File: src/pbm_pkg.sv
package pbm_pkg;
   // ==========================================
   // pin positions
   localparam int PIN_COUNT      = 8;
   localparam int PIN_SS         = 0;
   localparam int PIN_SCK        = 1;
   localparam int PIN_MOSI       = 2;
   localparam int PIN_MISO       = 3;
   localparam int PIN_TMR0_CMPA   = 4;
   localparam int PIN_TMR1_CMPA   = 5;
   localparam int PIN_TMR1_CMPB   = 6;
   localparam int PIN_TMR2_CMPA   = 7;
   localparam int PIN_CHANGE_BASE = 8;
   localparam int PD_EXT_IRQ_PIN  = 1;
   localparam int PD_CAPTURE_PIN  = 0;
   localparam int PD_COUNT       = 8;
   // ==========================================
   // reset values
   localparam logic [7:0] RST_BYTE = 8'h00;
endpackage

File: src/pbm_ovr_if.sv
`timescale 1ns/1ps
interface pbm_ovr_if;
   // ==========================================
   // per-pin override bundle
   logic [7:0] pullup_override_enable;
   logic [7:0] pullup_override_value;
   logic [7:0] direction_override_enable;
   logic [7:0] direction_override_value;
   logic [7:0] value_override_enable;
   logic [7:0] value_override_value;
   logic [7:0] input_enable_override_enable;
   logic [7:0] input_enable_override_value;
   modport src (
      output pullup_override_enable,
      output pullup_override_value,
      output direction_override_enable,
      output direction_override_value,
      output value_override_enable,
      output value_override_value,
      output input_enable_override_enable,
      output input_enable_override_value
   );
   modport dst (
      input  pullup_override_enable,
      input  pullup_override_value,
      input  direction_override_enable,
      input  direction_override_value,
      input  value_override_enable,
      input  value_override_value,
      input  input_enable_override_enable,
      input  input_enable_override_value
   );
endinterface

File: src/pbm_pad_ctl.sv
`timescale 1ns/1ps
module pbm_pad_ctl #(
   parameter int WIDTH = 8
) (
   input  wire logic             clk,
   input  wire logic             sys_rst,
   pbm_ovr_if.dst                ovr,
   input  wire logic [WIDTH-1:0] dir_bits,
   input  wire logic [WIDTH-1:0] port_bits,
   input  wire logic             global_pullup_disable,
   input  wire logic             sleep_clamp,
   input  wire logic [WIDTH-1:0] pad_in,
   output logic      [WIDTH-1:0] pad_out,
   output logic      [WIDTH-1:0] pad_oe_n,
   output logic      [WIDTH-1:0] pullup_on,
   output logic      [WIDTH-1:0] pad_raw_in,
   output logic      [WIDTH-1:0] pin_value
);
   typedef struct packed {
      logic [WIDTH-1:0] out;
      logic [WIDTH-1:0] oe_n;
      logic [WIDTH-1:0] pu;
      logic [WIDTH-1:0] raw;
      logic [WIDTH-1:0] sync1;
      logic [WIDTH-1:0] sync2;
   } pbm_pad_state_t;
   pbm_pad_state_t st_reg;
   pbm_pad_state_t st_next;
   logic [WIDTH-1:0] drv;
   logic [WIDTH-1:0] die;
   // ==========================================
   // per-pin override combine
   genvar g;
   generate
      for (g = 0; g < WIDTH; g++) begin : pin
         assign drv[g] = ovr.direction_override_enable[g] ? ovr.direction_override_value[g]
                                                          : dir_bits[g];
         assign die[g] = ovr.input_enable_override_enable[g] ? ovr.input_enable_override_value[g]
                                                             : ~sleep_clamp;
      end
   endgenerate
   always_comb begin
      st_next       = st_reg;
      st_next.oe_n  = ~drv;
      st_next.out   = (ovr.value_override_enable & ovr.value_override_value)
                    | (~ovr.value_override_enable & port_bits);
      st_next.pu    = (ovr.pullup_override_enable & ovr.pullup_override_value)
                    | (~ovr.pullup_override_enable & ~dir_bits & port_bits
                       & {WIDTH{~global_pullup_disable}});
      st_next.raw   = pad_in & die;
      st_next.sync1 = st_reg.raw;
      st_next.sync2 = st_reg.sync1;
      if (sys_rst) begin
         st_next      = '0;
         st_next.oe_n = '1;
      end
   end
   always_ff @(posedge clk) begin
      st_reg <= st_next;
   end
   assign pad_out    = st_reg.out;
   assign pad_oe_n   = st_reg.oe_n;
   assign pullup_on  = st_reg.pu;
   assign pad_raw_in = st_reg.raw;
   assign pin_value  = st_reg.sync2;
endmodule

File: src/pbm_port_b_mux.sv
`timescale 1ns/1ps
module pbm_port_b_mux (
   input  wire logic        clk,
   input  wire logic        sys_rst,
   input  wire logic [7:0]  direction_bits,
   input  wire logic [7:0]  output_bits,
   input  wire logic        global_pullup_disable,
   input  wire logic        sleep_clamp,
   input  wire logic [7:0]  pad_in,
   output logic      [7:0]  pad_out,
   output logic      [7:0]  pad_oe_n,
   output logic      [7:0]  pullup_on,
   output logic      [7:0]  pin_value,
   input  wire logic        timer2_compare_a_out,
   input  wire logic        timer2_compare_a_en,
   input  wire logic        timer1_compare_b_out,
   input  wire logic        timer1_compare_b_en,
   input  wire logic        timer1_compare_a_out,
   input  wire logic        timer1_compare_a_en,
   input  wire logic        timer0_compare_a_out,
   input  wire logic        timer0_compare_a_en,
   input  wire logic        spi_enable_bit,
   input  wire logic        spi_master_select_bit,
   input  wire logic        spi_master_data_out,
   input  wire logic        spi_slave_data_out,
   input  wire logic        spi_clock_out,
   output logic             spi_master_data_in,
   output logic             spi_slave_data_in,
   output logic             spi_clock_in,
   output logic             spi_slave_select_in,
   output logic             spi_slave_active,
   input  wire logic [7:0]  pin_change_mask,
   input  wire logic        pin_change_group_enable,
   output logic      [15:8] pin_change_source,
   input  wire logic [7:0]  port_d_pad_in,
   output logic             external_interrupt_zero,
   output logic             timer1_capture_input
);
   pbm_ovr_if ovr ();
   logic [7:0] raw_in;
   logic       spi_mst;
   logic       spi_slv;
   logic [3:0] cmp_en;
   logic [3:0] cmp_val;
   typedef struct packed {
      logic [7:0] pd_sync1;
      logic [7:0] pd_sync2;
      logic       mi;
      logic       si;
      logic       ck;
      logic       ss;
      logic       act;
   } pbm_top_state_t;
   pbm_top_state_t st_reg;
   pbm_top_state_t st_next;

   // ==========================================
   // spi role decode
   assign spi_mst = spi_enable_bit & spi_master_select_bit;
   assign spi_slv = spi_enable_bit & ~spi_master_select_bit;

   // ==========================================
   // timer compare outputs, pin 4 upwards
   assign cmp_en  = {timer2_compare_a_en,
                     timer1_compare_b_en,
                     timer1_compare_a_en,
                     timer0_compare_a_en};
   assign cmp_val = {timer2_compare_a_out,
                     timer1_compare_b_out,
                     timer1_compare_a_out,
                     timer0_compare_a_out};

   // ==========================================
   // override generation
   always_comb begin
      // defaults: the port registers own every pin
      ovr.pullup_override_enable       = 8'h00;
      ovr.pullup_override_value        = 8'h00;
      ovr.direction_override_enable    = 8'h00;
      ovr.direction_override_value     = 8'h00;
      ovr.value_override_enable        = 8'h00;
      ovr.value_override_value         = 8'h00;
      ovr.input_enable_override_enable = 8'h00;
      ovr.input_enable_override_value  = 8'h00;
      // pins 7..4: compare output replaces the port bit, ddr keeps direction
      ovr.value_override_enable[pbm_pkg::PIN_TMR2_CMPA] = cmp_en[3];
      ovr.value_override_value[pbm_pkg::PIN_TMR2_CMPA]  = cmp_val[3];
      ovr.value_override_enable[pbm_pkg::PIN_TMR1_CMPB] = cmp_en[2];
      ovr.value_override_value[pbm_pkg::PIN_TMR1_CMPB]  = cmp_val[2];
      ovr.value_override_enable[pbm_pkg::PIN_TMR1_CMPA] = cmp_en[1];
      ovr.value_override_value[pbm_pkg::PIN_TMR1_CMPA]  = cmp_val[1];
      ovr.value_override_enable[pbm_pkg::PIN_TMR0_CMPA] = cmp_en[0];
      ovr.value_override_value[pbm_pkg::PIN_TMR0_CMPA]  = cmp_val[0];
      // pin 3: input as master, slave output as slave
      ovr.direction_override_enable[pbm_pkg::PIN_MISO] = spi_mst;
      ovr.direction_override_value[pbm_pkg::PIN_MISO]  = 1'b0;
      ovr.value_override_enable[pbm_pkg::PIN_MISO]     = spi_slv;
      ovr.value_override_value[pbm_pkg::PIN_MISO]      = spi_slave_data_out;
      // pin 2: master output, input as slave
      ovr.direction_override_enable[pbm_pkg::PIN_MOSI] = spi_slv;
      ovr.direction_override_value[pbm_pkg::PIN_MOSI]  = 1'b0;
      ovr.value_override_enable[pbm_pkg::PIN_MOSI]     = spi_mst;
      ovr.value_override_value[pbm_pkg::PIN_MOSI]      = spi_master_data_out;
      // pin 1: clock output as master, input as slave
      ovr.direction_override_enable[pbm_pkg::PIN_SCK]  = spi_slv;
      ovr.direction_override_value[pbm_pkg::PIN_SCK]   = 1'b0;
      ovr.value_override_enable[pbm_pkg::PIN_SCK]      = spi_mst;
      ovr.value_override_value[pbm_pkg::PIN_SCK]       = spi_clock_out;
      // pin 0: input as slave, value never overridden
      ovr.direction_override_enable[pbm_pkg::PIN_SS]   = spi_slv;
      ovr.direction_override_value[pbm_pkg::PIN_SS]    = 1'b0;
      ovr.value_override_enable[pbm_pkg::PIN_SS]       = 1'b0;
      ovr.value_override_value[pbm_pkg::PIN_SS]        = 1'b0;
      // forced spi inputs keep the port bit as pull-up control
      ovr.pullup_override_enable[3:0] = ovr.direction_override_enable[3:0];
      ovr.pullup_override_value[3:0]  = output_bits[3:0] & {4{~global_pullup_disable}};
      // masked pin-change pins stay sensed in sleep while pin_change_group_enable is set
      ovr.input_enable_override_enable = pin_change_mask & {8{pin_change_group_enable}};
      ovr.input_enable_override_value  = 8'hff;
   end

   pbm_pad_ctl #(.WIDTH(pbm_pkg::PIN_COUNT)) u_pad (
      .clk                   (clk),
      .sys_rst               (sys_rst),
      .ovr                   (ovr),
      .dir_bits              (direction_bits),
      .port_bits             (output_bits),
      .global_pullup_disable (global_pullup_disable),
      .sleep_clamp           (sleep_clamp),
      .pad_in                (pad_in),
      .pad_out               (pad_out),
      .pad_oe_n              (pad_oe_n),
      .pullup_on             (pullup_on),
      .pad_raw_in            (raw_in),
      .pin_value             (pin_value)
   );
   // ==========================================
   // spi input routing and port d synchroniser
   always_comb begin
      st_next          = st_reg;
      st_next.pd_sync1 = port_d_pad_in;
      st_next.pd_sync2 = st_reg.pd_sync1;
      st_next.mi       = raw_in[pbm_pkg::PIN_MISO];
      st_next.si       = raw_in[pbm_pkg::PIN_MOSI];
      st_next.ck       = raw_in[pbm_pkg::PIN_SCK];
      st_next.ss       = raw_in[pbm_pkg::PIN_SS];
      st_next.act      = spi_slv & ~st_reg.ss;
      if (sys_rst) begin
         st_next    = '0;
         st_next.ss = 1'b1;
      end
   end
   always_ff @(posedge clk) begin
      st_reg <= st_next;
   end
   assign spi_master_data_in  = st_reg.mi;
   assign spi_slave_data_in   = st_reg.si;
   assign spi_clock_in        = st_reg.ck;
   assign spi_slave_select_in = st_reg.ss;
   assign spi_slave_active    = st_reg.act;
   assign external_interrupt_zero = st_reg.pd_sync2[pbm_pkg::PD_EXT_IRQ_PIN];
   assign timer1_capture_input    = st_reg.pd_sync2[pbm_pkg::PD_CAPTURE_PIN];

   // ==========================================
   // pin-change sources, pin n to source 8+n
   genvar n;
   generate
      for (n = 0; n < pbm_pkg::PIN_COUNT; n++) begin : pcs_map
         assign pin_change_source[pbm_pkg::PIN_CHANGE_BASE + n] = raw_in[n];
      end
   endgenerate
endmodule

File: config.mk
export PLATFORM = sky130hd
export DESIGN_NAME = pbm_port_b_mux
export DESIGN_NICKNAME = d
export VERILOG_FILES = /design/src/pbm_pkg.sv /design/src/pbm_ovr_if.sv /design/src/pbm_pad_ctl.sv /design/src/pbm_port_b_mux.sv
export SDC_FILE = /design/constraint.sdc
export NUM_CORES = 1
export LEC_CHECK = 0
export BUFFER_PORTS_ARGS = -buffer_cell sky130_fd_sc_hd__clkbuf_2
export CAP_MARGIN = 40
export CORE_UTILIZATION = 40
export CTS_CLUSTER_SIZE = 40
export DETAILED_ROUTE_END_ITERATION = 8
export MAX_ROUTING_LAYER = met4
export PLACE_DENSITY = 0.73
export SYNTH_ARGS = -nofsm -noshare
export SYNTH_HDL_FRONTEND = slang
export SYNTH_SLANG_ARGS = --single-unit
File: constraint.sdc
create_clock -name clk -period 1.8 [get_ports clk]
set_clock_uncertainty 0.05 [all_clocks]
set_input_delay 0.36 -clock clk [delete_from_list [all_inputs] [get_ports clk]]
set_output_delay 0.36 -clock clk [all_outputs]
set_load 0.005 [all_outputs]
==> impl_metrics.env <==
export IMPL_outcome="finished with violations"
export IMPL_violations="DRC"
export IMPL_viasPerCell=4.13
export IMPL_htreeDepth=2
export IMPL_power_leakage_nw=1.13
export IMPL_diodes=0
export IMPL_dp_hpwl_um=2530
export IMPL_crit_slowest_cell="dfxtp_1"
export IMPL_dieArea_mm2=0.00520
export IMPL_cts_tree="built"
export IMPL_ir_drop_mv=0.315
export IMPL_io_pins=105
export IMPL_worstPathCellList="clkbuf_2"
export IMPL_r2r_start="u_pad.pad_raw_in[0]"
export IMPL_fmax_mhz=840
export IMPL_cp_max_fo=2
export IMPL_worstSetupEndpointType="output pin"
export IMPL_timing_hold_ws_ns=0.188
export IMPL_finalHoldViolCount=0
export IMPL_hp_class="in2reg"
export IMPL_drt_iter0_drc=24
export IMPL_synth_cells=188
export IMPL_grt_remaining_overflow=0
export IMPL_total_power_mw=2.09
export IMPL_cp_required_ns=1.39
export IMPL_synth_net_count=246
export IMPL_mostFrequentLayoutCells="clkbuf_2, dfxtp_1, nor2b_1, nand2_1, nand2b_1"
export IMPL_slew_violations=0
export IMPL_setup_tns_final_ns=0
export IMPL_yosysTopAreaCell="dfxtp_1"
export IMPL_num_rows=25
export IMPL_critPathMaxStageDelay_ns=0.36
export IMPL_path_clk_slew_ns=0.09
export IMPL_synthToLayoutAreaGrowth_pct=16.9
export IMPL_min_to="u_pad.pad_oe_n[4]"
export IMPL_place_congestion=0.712
export IMPL_placed_area_mm2=0.00221
export IMPL_drv_cap=0
export IMPL_yosys_area_share_adder_pct=0
export IMPL_reg2reg_depth=1
export IMPL_start_kind="flop"
export IMPL_clock_sinks=54
export IMPL_cts_buffers=5
export IMPL_path_delay_family="flip-flops"
export IMPL_synth_area_leaders="dfxtp_1, buf_4, nor2b_1"
export IMPL_period_needed_ns=1.19
export IMPL_min_period_over_period_pct=66.2
export IMPL_hold_depth=2
export IMPL_drive_above_1_share_pct=47.2
export IMPL_wire_per_inst_um=10.4
export IMPL_reg2reg_to="spi_slave_select_in"
export IMPL_grt_max_degree=30
export IMPL_routed_wl_um=3280
export IMPL_post_route_drc_count=2
export IMPL_synth_compound_area_share_pct=5.79
export IMPL_synth_mux_area_share_pct=2.04
export IMPL_synth_top_family_by_area="simple AND/OR/NAND/NOR gates"
export IMPL_ys_seq_elements=54
export IMPL_top_layer="met3"
export IMPL_cts_setup_buffers=0
export IMPL_grt_setup_unrepaired="no"
export IMPL_min_from="direction_bits[4]"
export IMPL_final_nets=305
export IMPL_slew_headroom_pct=65.8
export IMPL_die_w_um=72.1
export IMPL_wl_met1_um=1420
export IMPL_crit_arrival_ns=0.78
export IMPL_r2r_slack_ns=1.05
export IMPL_synth_area_per_cell_um2=10.5
export IMPL_synth_top_area_share_pct=55.0
export IMPL_fin_util_pct=48.7
export IMPL_worstMarginPinSlew_ns=0.513
export IMPL_grt_first_pass_wirelength_um=5390
export IMPL_clockBufferDepth=2
export IMPL_core_area_mm2=0.00472
export IMPL_die_h_um=72.1
export IMPL_vias=1302
export IMPL_antenna_found_initial=0
export IMPL_firstDrtPassIters=6
export IMPL_final_common_cell="clkbuf_2"
export IMPL_holdBufCountCts=0
export IMPL_dr_wl_met3_um=161
export IMPL_synthesis_area_mm2=0.00197
export IMPL_wl_met2_um=1710
export IMPL_track_usage_pct=14.0
export IMPL_clock_latency_ns=0.30
export IMPL_crit_buf_inv=1
export IMPL_p_per_area_mw_per_mm2=910
export IMPL_cts_root_buf="clkbuf_8"
export IMPL_fin_area_mm2=0.00230
export IMPL_cts_resized=0
export IMPL_initial_core_util_pct=41.6
export IMPL_synth_cell_types=25
export IMPL_detail_route_antenna_nets=0
export IMPL_yosysWarnings=0
export IMPL_path_class="reg2out"
export IMPL_ys_seq_area_share_pct=55.0
export IMPL_port_buffers=98
export IMPL_setup_viol=0
export IMPL_synth_xor_area_share_pct=0
export IMPL_yosys_area_share_simple_pct=18.8
export IMPL_grt_pass1_vias=1218
## cells in the mapped netlist, drive strengths merged
master,number
nor4bb,1
nor3b,4
nand3,4
inv,5
clkbuf,1
nor2,5
buf,47
nand2b,9
nor3,1
and2,1
dfxtp,54
nand2,13
or2,2
nor2b,20
mux2i,4
a31o,1
nand4b,2
o31ai,2
a211oi,4
a21oi,8
## through the flow
stage / std cells / setup WS, ns
after floorplan: 188 / 0.786
after global routing: 315 / 0.566
after global placement: 307 / 0.494
final: 315 / 0.609
after detailed placement: 307 / 0.499
after CTS: 315 / 0.588
## per-layer routing
metal  vias to the layer above  global-route usage (%)
li1                        675                       -
met3                         0                    4.03
met5                         -                       -
met1                       578                    15.9
met2                        49                    23.2
met4                         0                    5.45
## kinds of logic after synthesis
family                 after synthesis
AO/OA/AOI/OAI                       15
multiplexers                         4
flip-flops                          54
buffers and inverters               53
AND/OR/NAND/NOR                     62
## worst max-delay path by stage
| stage | from | to | cells past startpoint | slack, ns |
|---|---|---|---|---|
| 5_1_grt | u_pad.pad_raw_in[0] | pin_change_source[8] | 1 | 0.57 |
| 3_5_place_dp | sys_rst | u_pad.pad_out[3] | 4 | 0.50 |
| 4_1_cts | u_pad.pad_raw_in[6] | pin_change_source[14] | 1 | 0.59 |
| 3_3_place_gp | sys_rst | u_pad.pad_out[3] | 4 | 0.49 |
| 6_report | u_pad.pad_raw_in[6] | pin_change_source[14] | 1 | 0.61 |
| 2_1_floorplan | global_pullup_disable | u_pad.pullup_on[3] | 3 | 0.79 |
## final cells by class
type                       instances  area (µm²)
inverter                           5        18.8
clock inverter                     2        13.8
tap                               67        83.8
fill                             464        2420
clock buffer                       6        72.6
multi-input combinational         81         524
sequential                        54        1080
timing repair buffer             100         505
## power by group
part,internal [mW],switching (mW),total (mW)
registers,1.25,0.0147,1.26
logic,0.108,0.0942,0.202
clock network,0.275,0.356,0.631
Power figures use the tool's default switching activity.
